[config.mk]
export PLATFORM = sky130hd
export DESIGN_NAME = pfpwc_top
export DESIGN_NICKNAME = d
export VERILOG_FILES = /design/src/pfpwc_pkg.sv /design/src/pfpwc_page_mem.sv /design/src/pfpwc_bus_cycle.sv /design/src/pfpwc_top.sv
export SDC_FILE = /design/constraint.sdc
export NUM_CORES = 1
export LEC_CHECK = 0
export BUFFER_PORTS_ARGS = -buffer_cell sky130_fd_sc_hd__clkbuf_2
export CAP_MARGIN = 10
export CORE_UTILIZATION = 45
export CTS_CLUSTER_DIAMETER = 120
export DETAILED_ROUTE_END_ITERATION = 10
export SYNTH_ARGS = -nofsm -noshare
export SYNTH_HDL_FRONTEND = slang
export SYNTH_SLANG_ARGS = --single-unit
[constraint.sdc]
create_clock -name clk_sys -period 3.2 [get_ports clk_sys]
set_input_delay 0.32 -clock clk_sys [delete_from_list [all_inputs] [get_ports clk_sys]]
set_output_delay 0.32 -clock clk_sys [all_outputs]
set_load 0.01 [all_outputs]
[src/pfpwc_pkg.sv]
// pfpwc_pkg: constants, op codes and carrier types of the parallel flash controller.
// assumes a 40 MHz system clock and a 128K x 8 flash with page writes on the far side.
package pfpwc_pkg;
	// ----------------------------------------
	// clock and timing
	// ----------------------------------------
	localparam int CLK_PERIOD_PS = 25000;
	localparam int T_WE_LOW_NS = 15;        // least strobe low time
	localparam int T_ADDR_HOLD_NS = 50;     // least address hold after strobe
	localparam int T_ACCESS_NS = 150;       // longest read access time
	localparam int T_BYTE_WIN_US = 200;     // longest gap between byte loads
	localparam int T_LOAD_TMO_US = 300;     // device starts programming after this
	localparam int T_PROG_MS = 10;          // longest page program time
	localparam int T_ERASE_MS = 50;         // chip erase time
	localparam int T_ID_PAUSE_US = 10;      // least pause after id commands
	localparam int WE_LOW_CYC = (T_WE_LOW_NS * 1000 + CLK_PERIOD_PS - 1) / CLK_PERIOD_PS + 1;
	localparam int ADDR_HOLD_CYC = (T_ADDR_HOLD_NS * 1000 + CLK_PERIOD_PS - 1) / CLK_PERIOD_PS;
	localparam int ACCESS_CYC = (T_ACCESS_NS * 1000 + CLK_PERIOD_PS - 1) / CLK_PERIOD_PS;
	localparam int SYNC_CYC = 3;
	localparam int BYTE_WIN_CYC = (T_BYTE_WIN_US * 1000000) / CLK_PERIOD_PS;
	// nanoseconds over the period in nanoseconds, so no product overflows 32 bits
	localparam int PROG_POLL_CYC = ((T_PROG_MS * 1000 + T_LOAD_TMO_US) * 1000)
		/ (CLK_PERIOD_PS / 1000);
	localparam int ERASE_POLL_CYC = (T_ERASE_MS * 1000 * 1000) / (CLK_PERIOD_PS / 1000);
	localparam int ID_PAUSE_CYC = (T_ID_PAUSE_US * 1000000 + CLK_PERIOD_PS - 1) / CLK_PERIOD_PS;

	// ----------------------------------------
	// flash geometry and command codes
	// ----------------------------------------
	localparam int ADDR_W = 17;
	localparam int PAGE_BYTES = 128;
	localparam int IDX_W = 7;
	localparam logic [ADDR_W-1:0] CMD_ADDR_A = 17'h05555;
	localparam logic [ADDR_W-1:0] CMD_ADDR_B = 17'h02aaa;
	localparam logic [ADDR_W-1:0] ID_ADDR_MAKER = 17'h00000;
	localparam logic [7:0] CMD_UNLOCK_1 = 8'haa;
	localparam logic [7:0] CMD_UNLOCK_2 = 8'h55;
	localparam logic [7:0] CMD_PAGE = 8'ha0;
	localparam logic [7:0] CMD_SETUP = 8'h80;
	localparam logic [7:0] CMD_ERASE = 8'h10;
	localparam logic [7:0] CMD_ID_ENTER = 8'h60;
	localparam logic [7:0] CMD_ID_EXIT = 8'hf0;
	localparam logic [7:0] ERASED_BYTE = 8'hff;
	localparam int POLL_BIT = 7;
	localparam int TOGGLE_BIT = 6;

	// ----------------------------------------
	// software register map and fields
	// ----------------------------------------
	localparam logic [7:0] REG_CMD = 8'h00;
	localparam logic [7:0] REG_ADDR = 8'h04;
	localparam logic [7:0] REG_BUF_DATA = 8'h08;
	localparam logic [7:0] REG_BUF_IDX = 8'h0c;
	localparam logic [7:0] REG_STATUS = 8'h10;
	localparam logic [7:0] REG_RDATA = 8'h14;
	localparam int CMD_START_BIT = 3;
	localparam int ST_BUSY_BIT = 0;
	localparam int ST_DONE_BIT = 1;
	localparam int ST_TMO_BIT = 2;
	localparam int ST_WIN_BIT = 3;
	localparam logic [2:0] OP_READ = 3'h0;
	localparam logic [2:0] OP_PAGE = 3'h1;
	localparam logic [2:0] OP_ERASE = 3'h2;
	localparam logic [2:0] OP_ID_ENTER = 3'h3;
	localparam logic [2:0] OP_ID_EXIT = 3'h4;
	localparam logic [2:0] OP_HW_ID = 3'h5;

	// ----------------------------------------
	// carriers
	// ----------------------------------------
	typedef struct packed {
		logic [ADDR_W-1:0] addr;
		logic [7:0] dout;
		logic dout_en;
		logic cs_n;
		logic og_n;
		logic ws_n;
	} pfpwc_pins_t;

	typedef struct packed {
		logic wr;
		logic [ADDR_W-1:0] addr;
		logic [7:0] data;
	} pfpwc_req_t;
endpackage

[src/pfpwc_page_mem.sv]
// pfpwc_page_mem: page staging memory, one write port, registered read port.
// assumes writer and reader share clk_sys.
`timescale 1ns/1ps
`default_nettype none
module pfpwc_page_mem #(
	parameter int WIDTH = 8,
	parameter int DEPTH = 128,
	parameter int AW = 7
) (
	input wire logic clk_sys,              // system clock
	input wire logic wr_en,                // write strobe
	input wire logic [AW-1:0] wr_addr,     // write index
	input wire logic [WIDTH-1:0] wr_data,  // write byte
	input wire logic [AW-1:0] rd_addr,     // read index
	output logic [WIDTH-1:0] rd_data_ff    // read byte, one cycle later
);
	logic [WIDTH-1:0] mem [DEPTH];

	// ----------------------------------------
	// storage; no reset, contents are loaded by software
	// ----------------------------------------
	always_ff @(posedge clk_sys) begin
		if (wr_en) begin
			mem[wr_addr] <= wr_data;
		end
	end

	always_ff @(posedge clk_sys) begin
		rd_data_ff <= mem[rd_addr];
	end
endmodule
`default_nettype wire

[src/pfpwc_bus_cycle.sv]
// pfpwc_bus_cycle: one read or write cycle on the flash pins.
// assumes the flash data pins are asynchronous to clk_sys.
`timescale 1ns/1ps
`default_nettype none
module pfpwc_bus_cycle
	import pfpwc_pkg::*;
(
	input wire logic clk_sys,         // system clock
	input wire logic reset_n,         // synchronous reset, active low
	input wire logic start,           // one-cycle request pulse
	input wire pfpwc_req_t req,       // request, held with start
	input wire logic [7:0] din,       // flash data pins, raw
	output pfpwc_pins_t pins_ff,      // pin drive
	output logic [7:0] rdata_ff,      // captured read byte
	output logic done_ff              // one-cycle completion pulse
);
	typedef enum logic [2:0] {C_IDLE, C_SETUP, C_STROBE, C_HOLD, C_ACCESS, C_END} pfpwc_cst_t;
	localparam logic [7:0] STROBE_LAST = 8'(WE_LOW_CYC - 1);
	localparam logic [7:0] HOLD_LAST = 8'(ADDR_HOLD_CYC - 1);
	localparam logic [7:0] ACC_LAST = 8'(ACCESS_CYC + SYNC_CYC);

	pfpwc_cst_t state_ff;
	logic [7:0] cnt_ff;
	logic [7:0] s1_ff, s2_ff, s3_ff, filt_ff;

	// ----------------------------------------
	// data pin synchroniser, counts once stages two and three agree
	// ----------------------------------------
	always_ff @(posedge clk_sys) begin
		s1_ff <= din;
		s2_ff <= s1_ff;
		s3_ff <= s2_ff;
		if (!reset_n) begin
			filt_ff <= 8'h00;
		end else if (s2_ff == s3_ff) begin
			filt_ff <= s3_ff;
		end
	end

	// ----------------------------------------
	// cycle sequencer and pin drive
	// ----------------------------------------
	always_ff @(posedge clk_sys) begin
		if (!reset_n) begin
			state_ff <= C_IDLE;
			cnt_ff <= 8'h00;
			pins_ff <= '{addr: '0, dout: 8'h00, dout_en: 1'b0, cs_n: 1'b1, og_n: 1'b1, ws_n: 1'b1};
			rdata_ff <= 8'h00;
			done_ff <= 1'b0;
		end else begin
			done_ff <= 1'b0;
			cnt_ff <= cnt_ff + 8'h01;
			case (state_ff)
				C_IDLE: begin
					if (start) begin
						pins_ff.addr <= req.addr;
						pins_ff.dout <= req.data;
						pins_ff.dout_en <= req.wr;  // never drive on a read
						pins_ff.cs_n <= 1'b0;       // select with gate high
						pins_ff.og_n <= 1'b1;
						state_ff <= C_SETUP;
					end
				end
				C_SETUP: begin
					cnt_ff <= 8'h00;
					if (pins_ff.dout_en) begin
						pins_ff.ws_n <= 1'b0;       // late fall latches address
						state_ff <= C_STROBE;
					end else begin
						pins_ff.og_n <= 1'b0;       // both low to read
						state_ff <= C_ACCESS;
					end
				end
				C_STROBE: begin
					// longer than the glitch filter so the load counts
					if (cnt_ff == STROBE_LAST) begin
						pins_ff.ws_n <= 1'b1;       // first rise latches data
						cnt_ff <= 8'h00;
						state_ff <= C_HOLD;
					end
				end
				C_HOLD: begin
					if (cnt_ff == HOLD_LAST) begin
						pins_ff.cs_n <= 1'b1;
						state_ff <= C_END;
					end
				end
				C_ACCESS: begin
					// access time plus synchroniser depth before sampling
					if (cnt_ff == ACC_LAST) begin
						rdata_ff <= filt_ff;
						pins_ff.og_n <= 1'b1;
						pins_ff.cs_n <= 1'b1;
						state_ff <= C_END;
					end
				end
				C_END: begin
					pins_ff.dout_en <= 1'b0;
					done_ff <= 1'b1;
					state_ff <= C_IDLE;
				end
				default: begin
					state_ff <= C_IDLE;
				end
			endcase
		end
	end
endmodule
`default_nettype wire

[src/pfpwc_top.sv]
// pfpwc_top: host-side controller for a 128K x 8 page-write parallel flash.
// assumes software on a plain strobe port and the flash wired straight to the pins.
`timescale 1ns/1ps
`default_nettype none
// Notes on behaviour
// - flash drives data only with both selects low
// - program in whole 128-byte pages always
// - write starts with select, strobe low, gate high
// - byte loads spaced under 200 microseconds
// - upper bits page, low seven bits byte
// - protected writes need unlock command first
// - unlock is AA, 55, A0 writes
// - three-byte exit leaves identification mode
// - erase is six fixed command writes
// - id entry ends with 60, then pause
// - id exit ends with F0, then pause
module pfpwc_top
	import pfpwc_pkg::*;
#(
	parameter int BYTE_WIN_LIM = BYTE_WIN_CYC,
	parameter int PROG_POLL_LIM = PROG_POLL_CYC,
	parameter int ERASE_POLL_LIM = ERASE_POLL_CYC
) (
	input wire logic clk_sys,                // system clock, 40 MHz
	input wire logic reset_n,                // synchronous reset, active low
	input wire logic [7:0] reg_addr,         // register byte address
	input wire logic [31:0] reg_wdata,       // register write data
	input wire logic reg_wr,                 // register write strobe
	input wire logic reg_rd,                 // register read strobe
	output logic [31:0] reg_rdata_ff,        // read data, cycle after strobe
	output logic [ADDR_W-1:0] address_pins,  // flash address
	input wire logic [7:0] data_pins_in,     // flash data, sampled
	output logic [7:0] data_pins_out,        // flash data, driven
	output logic data_pins_oe,               // high while we drive data
	output logic chip_select_n,              // flash select, active low
	output logic output_gate_n,              // flash output gate, active low
	output logic write_strobe_n,             // flash write strobe, active low
	output logic id_hv_en_ff                 // raise id line to high voltage
);
	typedef enum logic [3:0] {
		S_IDLE, S_CMD, S_CMD_WAIT, S_FETCH, S_LOAD, S_LOAD_WAIT,
		S_POLL, S_POLL_WAIT, S_PAUSE, S_READ, S_READ_WAIT
	} pfpwc_st_t;
	localparam int WAIT_W = 24;
	localparam logic [WAIT_W-1:0] PROG_LIM = WAIT_W'(PROG_POLL_LIM);
	localparam logic [WAIT_W-1:0] ERASE_LIM = WAIT_W'(ERASE_POLL_LIM);
	localparam logic [WAIT_W-1:0] WIN_LIM = WAIT_W'(BYTE_WIN_LIM);
	localparam logic [WAIT_W-1:0] PAUSE_LIM = WAIT_W'(ID_PAUSE_CYC);
	localparam logic [IDX_W-1:0] IDX_LAST = IDX_W'(PAGE_BYTES - 1);

	pfpwc_st_t state_ff;
	logic [2:0] op_ff;
	logic [ADDR_W-1:0] addr_ff;
	logic [IDX_W-1:0] buf_idx_ff;
	logic [IDX_W-1:0] load_idx_ff;
	logic [2:0] step_ff;
	logic [WAIT_W-1:0] wait_ff;
	logic [WAIT_W-1:0] gap_ff;
	logic [7:0] rdata_ff;
	logic [7:0] poll_exp_ff;
	logic prev_tgl_ff;
	logic poll_first_ff;
	logic done_ff, tmo_ff, win_ff;
	logic cyc_start_ff;
	pfpwc_req_t cyc_req_ff;
	pfpwc_pins_t pins;
	logic [7:0] cyc_rdata;
	logic cyc_done;
	logic [7:0] buf_rdata;
	logic buf_wr;
	logic start_cmd;
	logic clr_done, clr_tmo, clr_win;
	logic set_done, set_tmo, set_win;
	pfpwc_req_t step_req;
	logic [2:0] step_last;
	logic busy;

	// ----------------------------------------
	// command byte table
	// ----------------------------------------
	// only bits fourteen to zero matter to the flash; upper bits stay zero
	function automatic pfpwc_req_t cmd_step(input logic [2:0] op, input logic [2:0] idx);
		pfpwc_req_t r;
		r.wr = 1'b1;
		r.addr = (idx == 3'h1 || idx == 3'h4) ? CMD_ADDR_B : CMD_ADDR_A;
		r.data = (idx == 3'h1 || idx == 3'h4) ? CMD_UNLOCK_2 : CMD_UNLOCK_1;
		if (idx == 3'h2) begin
			case (op)
				OP_PAGE: r.data = CMD_PAGE;
				OP_ID_EXIT: r.data = CMD_ID_EXIT;
				default: r.data = CMD_SETUP;
			endcase
		end else if (idx == 3'h5) begin
			r.data = (op == OP_ERASE) ? CMD_ERASE : CMD_ID_ENTER;
		end
		return r;
	endfunction

	always_comb begin
		step_req = cmd_step(op_ff, step_ff);
		step_last = (op_ff == OP_ERASE || op_ff == OP_ID_ENTER) ? 3'h5 : 3'h2;
	end

	// ----------------------------------------
	// software strobe decode
	// ----------------------------------------
	assign busy = (state_ff != S_IDLE);
	// starts are dropped while busy so no command overlaps a running sequence
	assign start_cmd = reg_wr && reg_addr == REG_CMD && reg_wdata[CMD_START_BIT] && !busy;
	assign buf_wr = reg_wr && reg_addr == REG_BUF_DATA;
	assign clr_done = reg_wr && reg_addr == REG_STATUS && reg_wdata[ST_DONE_BIT];
	assign clr_tmo = reg_wr && reg_addr == REG_STATUS && reg_wdata[ST_TMO_BIT];
	assign clr_win = reg_wr && reg_addr == REG_STATUS && reg_wdata[ST_WIN_BIT];

	pfpwc_page_mem #(
		.WIDTH(8),
		.DEPTH(PAGE_BYTES),
		.AW(IDX_W)
	) u_mem (
		.clk_sys(clk_sys),
		.wr_en(buf_wr),
		.wr_addr(buf_idx_ff),
		.wr_data(reg_wdata[7:0]),
		.rd_addr(load_idx_ff),
		.rd_data_ff(buf_rdata)
	);

	pfpwc_bus_cycle u_cyc (
		.clk_sys(clk_sys),
		.reset_n(reset_n),
		.start(cyc_start_ff),
		.req(cyc_req_ff),
		.din(data_pins_in),
		.pins_ff(pins),
		.rdata_ff(cyc_rdata),
		.done_ff(cyc_done)
	);

	// pin outputs come from the cycle engine's own registers
	assign address_pins = pins.addr;
	assign data_pins_out = pins.dout;
	assign data_pins_oe = pins.dout_en;
	assign chip_select_n = pins.cs_n;
	assign output_gate_n = pins.og_n;
	assign write_strobe_n = pins.ws_n;

	// ----------------------------------------
	// software registers: op, address, buffer index
	// ----------------------------------------
	always_ff @(posedge clk_sys) begin
		if (!reset_n) begin
			op_ff <= OP_READ;
			addr_ff <= '0;
			buf_idx_ff <= '0;
		end else begin
			if (start_cmd) begin
				op_ff <= reg_wdata[2:0];
			end
			if (reg_wr && reg_addr == REG_ADDR && !busy) begin
				addr_ff <= reg_wdata[ADDR_W-1:0];
			end
			if (reg_wr && reg_addr == REG_BUF_IDX) begin
				buf_idx_ff <= reg_wdata[IDX_W-1:0];
			end else if (buf_wr) begin
				buf_idx_ff <= buf_idx_ff + 1'b1;  // auto-increment for streaming a page
			end
		end
	end

	// ----------------------------------------
	// main sequencer
	// ----------------------------------------
	always_ff @(posedge clk_sys) begin
		if (!reset_n) begin
			state_ff <= S_IDLE;
			step_ff <= 3'h0;
			load_idx_ff <= '0;
			wait_ff <= '0;
			cyc_start_ff <= 1'b0;
			cyc_req_ff <= '0;
			rdata_ff <= 8'h00;
			poll_exp_ff <= 8'h00;
			prev_tgl_ff <= 1'b0;
			poll_first_ff <= 1'b1;
			id_hv_en_ff <= 1'b0;
			set_done <= 1'b0;
			set_tmo <= 1'b0;
		end else begin
			cyc_start_ff <= 1'b0;
			set_done <= 1'b0;
			set_tmo <= 1'b0;
			wait_ff <= wait_ff + 1'b1;
			case (state_ff)
				S_IDLE: begin
					step_ff <= 3'h0;
					load_idx_ff <= '0;
					poll_first_ff <= 1'b1;
					wait_ff <= '0;
					if (start_cmd) begin
						if (reg_wdata[2:0] == OP_READ || reg_wdata[2:0] == OP_HW_ID) begin
							state_ff <= S_READ;
						end else begin
							state_ff <= S_CMD;
						end
						id_hv_en_ff <= (reg_wdata[2:0] == OP_HW_ID);
					end
				end
				S_CMD: begin
					// every page is preceded by the unlock
					// bytes go out exactly in table order so no sequence aborts
					cyc_req_ff <= step_req;
					cyc_start_ff <= 1'b1;
					state_ff <= S_CMD_WAIT;
				end
				S_CMD_WAIT: begin
					wait_ff <= '0;
					if (cyc_done) begin
						step_ff <= step_ff + 3'h1;
						if (step_ff != step_last) begin
							state_ff <= S_CMD;
						end else if (op_ff == OP_PAGE) begin
							state_ff <= S_FETCH;
						end else if (op_ff == OP_ERASE) begin
							poll_exp_ff <= ERASED_BYTE;
							state_ff <= S_POLL;  // erase is polled like a page, expecting FF
						end else begin
							state_ff <= S_PAUSE;
						end
					end
				end
				S_FETCH: begin
					// staging memory read data is valid one cycle after the index
					state_ff <= S_LOAD;
				end
				S_LOAD: begin
					cyc_req_ff.wr <= 1'b1;
					cyc_req_ff.addr <= {addr_ff[ADDR_W-1:IDX_W], load_idx_ff};
					cyc_req_ff.data <= buf_rdata;
					poll_exp_ff <= buf_rdata;
					cyc_start_ff <= 1'b1;
					state_ff <= S_LOAD_WAIT;
				end
				S_LOAD_WAIT: begin
					wait_ff <= '0;
					if (cyc_done) begin
						if (load_idx_ff == IDX_LAST) begin
							state_ff <= S_POLL;  // all 128 bytes always sent
						end else begin
							load_idx_ff <= load_idx_ff + 1'b1;  // ascending order
							state_ff <= S_FETCH;
						end
					end
				end
				S_POLL: begin
					// read back the last loaded byte, or CMD_ADDR_A on erase; load silence lets programming start
					cyc_req_ff.wr <= 1'b0;
					cyc_req_ff.addr <= (op_ff == OP_PAGE) ? cyc_req_ff.addr : CMD_ADDR_A;
					cyc_start_ff <= 1'b1;
					state_ff <= S_POLL_WAIT;
				end
				S_POLL_WAIT: begin
					if (cyc_done) begin
						rdata_ff <= cyc_rdata;
						prev_tgl_ff <= cyc_rdata[TOGGLE_BIT];
						poll_first_ff <= 1'b0;
						// finished once the toggle stops and the polled bit matches bit 7 of the expected byte
						if (!poll_first_ff && cyc_rdata[TOGGLE_BIT] == prev_tgl_ff &&
							cyc_rdata[POLL_BIT] == poll_exp_ff[POLL_BIT]) begin
							set_done <= 1'b1;
							state_ff <= S_IDLE;
						end else if (wait_ff >= ((op_ff == OP_ERASE) ? ERASE_LIM : PROG_LIM)) begin
							set_tmo <= 1'b1;
							state_ff <= S_IDLE;
						end else begin
							state_ff <= S_POLL;
						end
					end
				end
				S_PAUSE: begin
					if (wait_ff >= PAUSE_LIM) begin
						set_done <= 1'b1;
						state_ff <= S_IDLE;
					end
				end
				S_READ: begin
					// in id mode address zero and one give the identity codes
					cyc_req_ff.wr <= 1'b0;
					cyc_req_ff.addr <= addr_ff;
					cyc_start_ff <= 1'b1;
					state_ff <= S_READ_WAIT;
				end
				S_READ_WAIT: begin
					if (cyc_done) begin
						rdata_ff <= cyc_rdata;
						id_hv_en_ff <= 1'b0;
						set_done <= 1'b1;
						state_ff <= S_IDLE;
					end
				end
				default: begin
					state_ff <= S_IDLE;
				end
			endcase
		end
	end

	// ----------------------------------------
	// byte-load spacing watch
	// ----------------------------------------
	// loads here are about ten cycles (250 ns) apart; this only flags a stalled page
	always_ff @(posedge clk_sys) begin
		if (!reset_n) begin
			gap_ff <= '0;
			set_win <= 1'b0;
		end else begin
			set_win <= 1'b0;
			if (state_ff != S_FETCH && state_ff != S_LOAD && state_ff != S_LOAD_WAIT) begin
				gap_ff <= '0;
			end else if (cyc_done) begin
				gap_ff <= '0;
			end else begin
				gap_ff <= gap_ff + 1'b1;
				set_win <= (gap_ff == WIN_LIM);
			end
		end
	end

	// ----------------------------------------
	// sticky status, set wins over clear
	// ----------------------------------------
	always_ff @(posedge clk_sys) begin
		if (!reset_n) begin
			done_ff <= 1'b0;
			tmo_ff <= 1'b0;
			win_ff <= 1'b0;
		end else begin
			done_ff <= set_done | (done_ff & ~clr_done);
			tmo_ff <= set_tmo | (tmo_ff & ~clr_tmo);
			win_ff <= set_win | (win_ff & ~clr_win);
		end
	end

	// ----------------------------------------
	// register read port, data one cycle after strobe
	// ----------------------------------------
	always_ff @(posedge clk_sys) begin
		if (!reset_n) begin
			reg_rdata_ff <= 32'h00000000;
		end else if (reg_rd) begin
			case (reg_addr)
				REG_CMD: reg_rdata_ff <= {29'h0, op_ff};
				REG_ADDR: reg_rdata_ff <= {15'h0, addr_ff};
				REG_BUF_IDX: reg_rdata_ff <= {25'h0, buf_idx_ff};
				REG_STATUS: reg_rdata_ff <= {28'h0, win_ff, tmo_ff, done_ff, busy};
				REG_RDATA: reg_rdata_ff <= {24'h0, rdata_ff};
				default: reg_rdata_ff <= 32'h00000000;
			endcase
		end else begin
			reg_rdata_ff <= 32'h00000000;
		end
	end
endmodule
`default_nettype wire

==> results of run 1 <==
-- power by group --
part / leakage (nW) / total, mW / internal [mW] / switching, mW
Clock: 2.13 / 15.4 / 8.96 / 6.44
Combinational: 5.52 / 0.956 / 0.258 / 0.699
Sequential: 11.1 / 18.0 / 17.9 / 0.141
Total: 18.8 / 34.4 / 27.1 / 7.28
-- critical path, stage by stage (launching register included) --
cell,delay [ns]
dfxtp_4,0.52
buf_12,0.32
mux4_2,0.27
mux2i_1,0.11
buf_4,0.16
o311ai_0,0.78
nand4_1,0.37
o2111ai_1,0.22
-- metal layers --
metal / global-route usage / vias up
li1: - / 12500
met1: 0.327 / 15100
met2: 0.375 / 1250
met4: 0.0848 / 2
met5: 0 / -
met3: 0.0350 / 236
-- through the flow --
| step | setup WS [ns] | instance area (um2) | cells |
|---|---|---|---|
| after floorplan | 0.563 | 49800 | 3046 |
| after global placement | 0.369 | 53600 | 4698 |
| after detailed placement | 0.324 | 53600 | 4698 |
| after CTS | 0.317 | 58100 | 4961 |
| after global routing | 0.133 | 58100 | 4961 |
| final | 0.275 | 58100 | 4962 |
-- Yosys cell counts, drive strengths merged, types with 21 or more instances --
| master | number |
|---|---|
| xor2 | 42 |
| dfxtp | 240 |
| and3 | 22 |
| a21oi | 140 |
| nand3 | 66 |
| xnor2 | 23 |
| o21ai | 60 |
| nand4 | 22 |
| clkbuf | 89 |
| nor3 | 35 |
| and2 | 21 |
| inv | 24 |
| a22oi | 46 |
| buf | 88 |
| nor2 | 302 |
| mux2i | 84 |
| nor2b | 24 |
| nand2 | 199 |
| mux4 | 249 |
| edfxtp | 1024 |
-- layout make-up --
class | instances | area, um2 | area share
well taps | 1476 | 1850 | 0.0318
repair buffers | 372 | 2980 | 0.0512
clock inverters | 65 | 748 | 0.0129
multi-input cells | 1579 | 13300 | 0.228
diodes | 1 | 2.50 | 0.0000430
flip-flops and latches | 1264 | 35600 | 0.612
inverters | 26 | 103 | 0.00176
clock buffers | 179 | 3630 | 0.0625
-- cells by family after synthesis --
group / synth area share
flops: 0.715
simple gates: 0.0710
compound gates: 0.0477
mux: 0.130
buf+inv: 0.0202
xor+xnor: 0.0114
fa+ha+maj: 0.00493
other cells: 0.0000754
-- flip-flops by register name (all words and copies together) (netlist names), 4 cells and up --
register          flops
u_mem.rd_data_ff      8
u_cyc.rdata_ff        8
u_cyc.s2_ff           8
buf_idx_ff            7
reg_rdata_ff         17
wait_ff              24
u_cyc.filt_ff         8
cyc_req_ff           26
u_cyc.pins_ff        29
state_ff              4
gap_ff               24
rdata_ff              8
load_idx_ff           7
u_cyc.s1_ff           8
u_mem.mem          1024
u_cyc.cnt_ff          8
addr_ff              17
u_cyc.s3_ff           8
-- timing repair --
action                     in CTS  in global routing
setup endpoints to repair       0                  0
hold endpoints to repair       33                  0
hold buffers                   19                  0
-- worst max path at each step --
| stage | to | start | slack, ns | cells after the start |
|---|---|---|---|---|
| floorplan | u_mem.mem[77][0] | reg_addr[1] | 0.56 | 7 |
| global placement | state_ff[2] | op_ff[1] | 0.37 | 7 |
| detailed placement | state_ff[2] | op_ff[1] | 0.32 | 7 |
| CTS | state_ff[2] | op_ff[1] | 0.32 | 7 |
| global route | state_ff[2] | op_ff[2] | 0.13 | 9 |
| finish | u_mem.rd_data_ff[6] | load_idx_ff[1] | 0.27 | 7 |
==> results.cfg, run 1 <==
[drt]
drc = 0
wirelength_met1_um = 54800
topRoutingLayerUsed = met5
routed_wirelength_um = 130000
drtIter0Drc = 3199
avgViaCountPerCell = 5.86
dr.pass1.iters = 6
dr_wl_met3_um = 9060
met2_length_um = 62100
post_drt_wl_per_cell_um = 26.2
drtAntennaViolNets = 0
vias = 29100

[global_routing]
grt_pass1_wl_um = 192000
grtUsageTotal = 0.234
grt-ovfl-total = 0
antenna_found_initial = 2
grt_pass1_vias = 29000
grt_max_degree = 117

[layout]
layout_commonest_cell = edfxtp_1
final_cell_mix = edfxtp_1, nor2_1, buf_4
fin_nets = 3446
post-route-util = 0.532
drive_above_1_share = 0.236
syn2layout_area_growth_pct = 16.8
num-fill-cells = 8773

[clocking]
clock_latency_ns = 0.74
cts_sinks = 1264
htreeDepth = 4
cts.path.max_buffers = 3
cts_resized = 0
root_buffer = clkbuf_16
clk_pin_slew_ns = 0.06
cts_buffers = 133
cts_setup_buffers = 0
cts_tree = built

[sta]
tns_ns = 0
finalHoldViolCount = 0
tightest_slew_ns = 1.08
whs_ns = 0.0613
fmaxAchievable_mhz = 342
rsz0062_at_grt = false
setup_viol = 0
clock_skew_ns = 0.0229
post-route-period-util = 0.914
max_slew_margin = 0.279
fin_crit_ns = 2.93
slew_viol_final = 0

[yosys]
synthDistinctLibCells = 76
ys_seq_area_frac = 0.715
synthCells = 3032
synth_area_leaders = edfxtp_1, mux4_2, dfxtp_1
synth_top_area_share = 0.618
synth-edff-count = 1024
synth_top_cell_by_area = edfxtp_1
ys.flop_type = edfxtp_1
ys_async_sr_fraction = 0
ys_seq_elements = 1264
yosysWarnings = 0
post_synth.cell_area_avg_um2 = 16.4
synth_area_um2 = 49800

[placed_design]
place_hpwl_um = 83400
io_buffers = 83
gp_congestion = 0.893

[power_and_ir_drop]
power.density_nw_per_um2 = 591
irDropWorstVdd_v = 0.000503
totalPowerFinal_mw = 34.4
leakagePower_nw = 18.8

[run]
max_cap_viol_count = 0

[worst_hold_path]
hold_depth = 1
hold_path.class = primary input to flip-flop
hold_path_end = u_mem.mem[30][5]
worstHoldStart = reg_wdata[5]

[status]
status = completed

[critical_path]
r2r_cells = 7
r2r-end = u_mem.rd_data_ff[6]
cp.required_ns = 3.84
worstPathArrival_ns = 3.57
worstSetupPathType = flip-flop to flip-flop
path_max_fanout = 33
cp-start-kind = flip-flop
r2r-start = load_idx_ff[1]
r2r_setup_slack_ns = 0.27
critPathCaptureType = flip-flop

[floorplanning]
io_pins = 114
rows = 121
die_area_um2 = 112000
die_h_um = 335
die_w_um = 335
start_util = 0.455
core_um2 = 109000
(Power assumes the default switching activity.)
==> run 2, diff against run 1 <==
- PLACE_DENSITY: not set -> 0.69
==> results.cfg, run 2 (synthesis results as in run 1) <==
[status]
status = completed

[sta]
setup_viol = 0
slew_viol_final = 0
tightest_slew_ns = 1.09
fin_crit_ns = 2.85
fmaxAchievable_mhz = 351
rsz0062_at_grt = false
post-route-period-util = 0.891
tns_ns = 0
clock_skew_ns = 0.0269
max_slew_margin = 0.273
finalHoldViolCount = 0

[drt]
routed_wirelength_um = 123000
vias = 28600
dr.pass1.iters = 5
drtIter0Drc = 3265
drc = 0
post_drt_wl_per_cell_um = 24.9
drtAntennaViolNets = 0
avgViaCountPerCell = 5.79

[global_routing]
grt_pass1_wl_um = 183000
grt-ovfl-total = 0
grt_max_degree = 119
antenna_found_initial = 5
grt_pass1_vias = 28100
grtUsageTotal = 0.220

[worst_hold_path]
hold_path.class = primary input to flip-flop

[placed_design]
postPlaceCellArea_um2 = 53500
place_hpwl_um = 79100
gp_congestion = 0.858
io_buffers = 83

[floorplanning]
die_area_um2 = 112000
start_util = 0.455
core_um2 = 109000
die_w_um = 335
die_h_um = 335
rows = 121
io_pins = 114

[layout]
num-fill-cells = 8789
layout_commonest_cell = edfxtp_1
largest_reg_flops = 1024
post-route-util = 0.526
syn2layout_area_growth_pct = 15.6
antennaDiodeCount = 0
regMostFlops = u_mem.mem
design_area_um2 = 57500
final_cell_mix = edfxtp_1, nor2_1, buf_4
largestRegisters = u_mem.mem (1024), u_cyc.pins_ff (29), cyc_req_ff (26)
fin_nets = 3432
drive_above_1_share = 0.232

[clocking]
clock_latency_ns = 0.72
root_buffer = clkbuf_16
cts_resized = 0
cts.path.max_buffers = 3
cts_sinks = 1264
cts_buffers = 121
cts_tree = built
htreeDepth = 3
clk_pin_slew_ns = 0.06

[critical_path]
worstSetupPathType = flip-flop to flip-flop
cp.required_ns = 3.80
crit_slowest_cell = or3b_1
worstPathArrival_ns = 3.45
cp-start-kind = flip-flop
crit_chain = or3b_1, clkinv_4, ha_1, o2111ai_1, a211o_1, a2111oi_2, nor3_1, o221a_1
path_max_fanout = 13
critPathCaptureType = flip-flop
slowest_delay_ns = 0.56

[power_and_ir_drop]
leakagePower_nw = 18.5
power.density_nw_per_um2 = 571
irDropWorstVdd_v = 0.000468

[run]
max_cap_viol_count = 0
run 2: critical path: cells and delay by family, from the launching register on:
family / cells / cell delay, ns
AOI/OAI and AO/OA: 4 / 1.03
and+or+nand+nor: 2 / 0.68
DFF: 1 / 0.45
adders and majority gates: 1 / 0.36
buffers and inverters: 1 / 0.22
run 2: worst paths after layout:
kind                           to  cells after the start  slack [ns]      startpoint
setup / recovery      state_ff[2]                      8        0.35        op_ff[2]
hold / removal    u_mem.mem[1][4]                      1        0.12    reg_wdata[4]
setup reg to reg      state_ff[2]                      8        0.35        op_ff[2]
hold reg to reg    u_cyc.s2_ff[2]                      0        0.32  u_cyc.s1_ff[2]
run 2: layout make-up:
class	instances	area, um2	area share
Clock buffer	154	3230	0.0562
Clock inverter	71	604	0.0105
Inverter	26	104	0.00181
Multi-Input combinational cell	1579	13300	0.230
Sequential cell	1264	35600	0.618
Tap cell	1476	1850	0.0321
Timing Repair Buffer	370	2910	0.0506
run 2: per-stage QoR:
stage / hold WS (ns) / worst slack (ns) / std cells / power, mW
6_report: 0.124 / 0.349 / 4940 / 32.8
5_1_grt: 0.0868 / 0.173 / 4940 / 33.8
4_1_cts: 0.0729 / 0.352 / 4940 / 33.0
3_5_place_dp: 0.313 / 0.320 / 4697 / 19.3
3_3_place_gp: 0.314 / 0.398 / 4697 / 19.2
2_1_floorplan: 0.310 / 0.563 / 3046 / 18.8
run 2: where the power goes:
part | switching (mW) | internal, mW
combinational | 0.694 | 0.258
clock | 6.11 | 7.78
sequential | 0.130 | 17.9
run 2: routing by layer:
layer	part of all wire	wire, um	GRT usage
met1	0.41	50200	0.308
met2	0.47	58300	0.350
met3	0.087	10700	0.0397
met4	0.033	4100	0.0720
met5	0	0	0
run 2: repair_timing:
item,4_1_cts,5_1_grt
setup endpoints to repair,0,0
hold endpoints to repair,18,0
buffers inserted,0,0
hold buffers,18,0
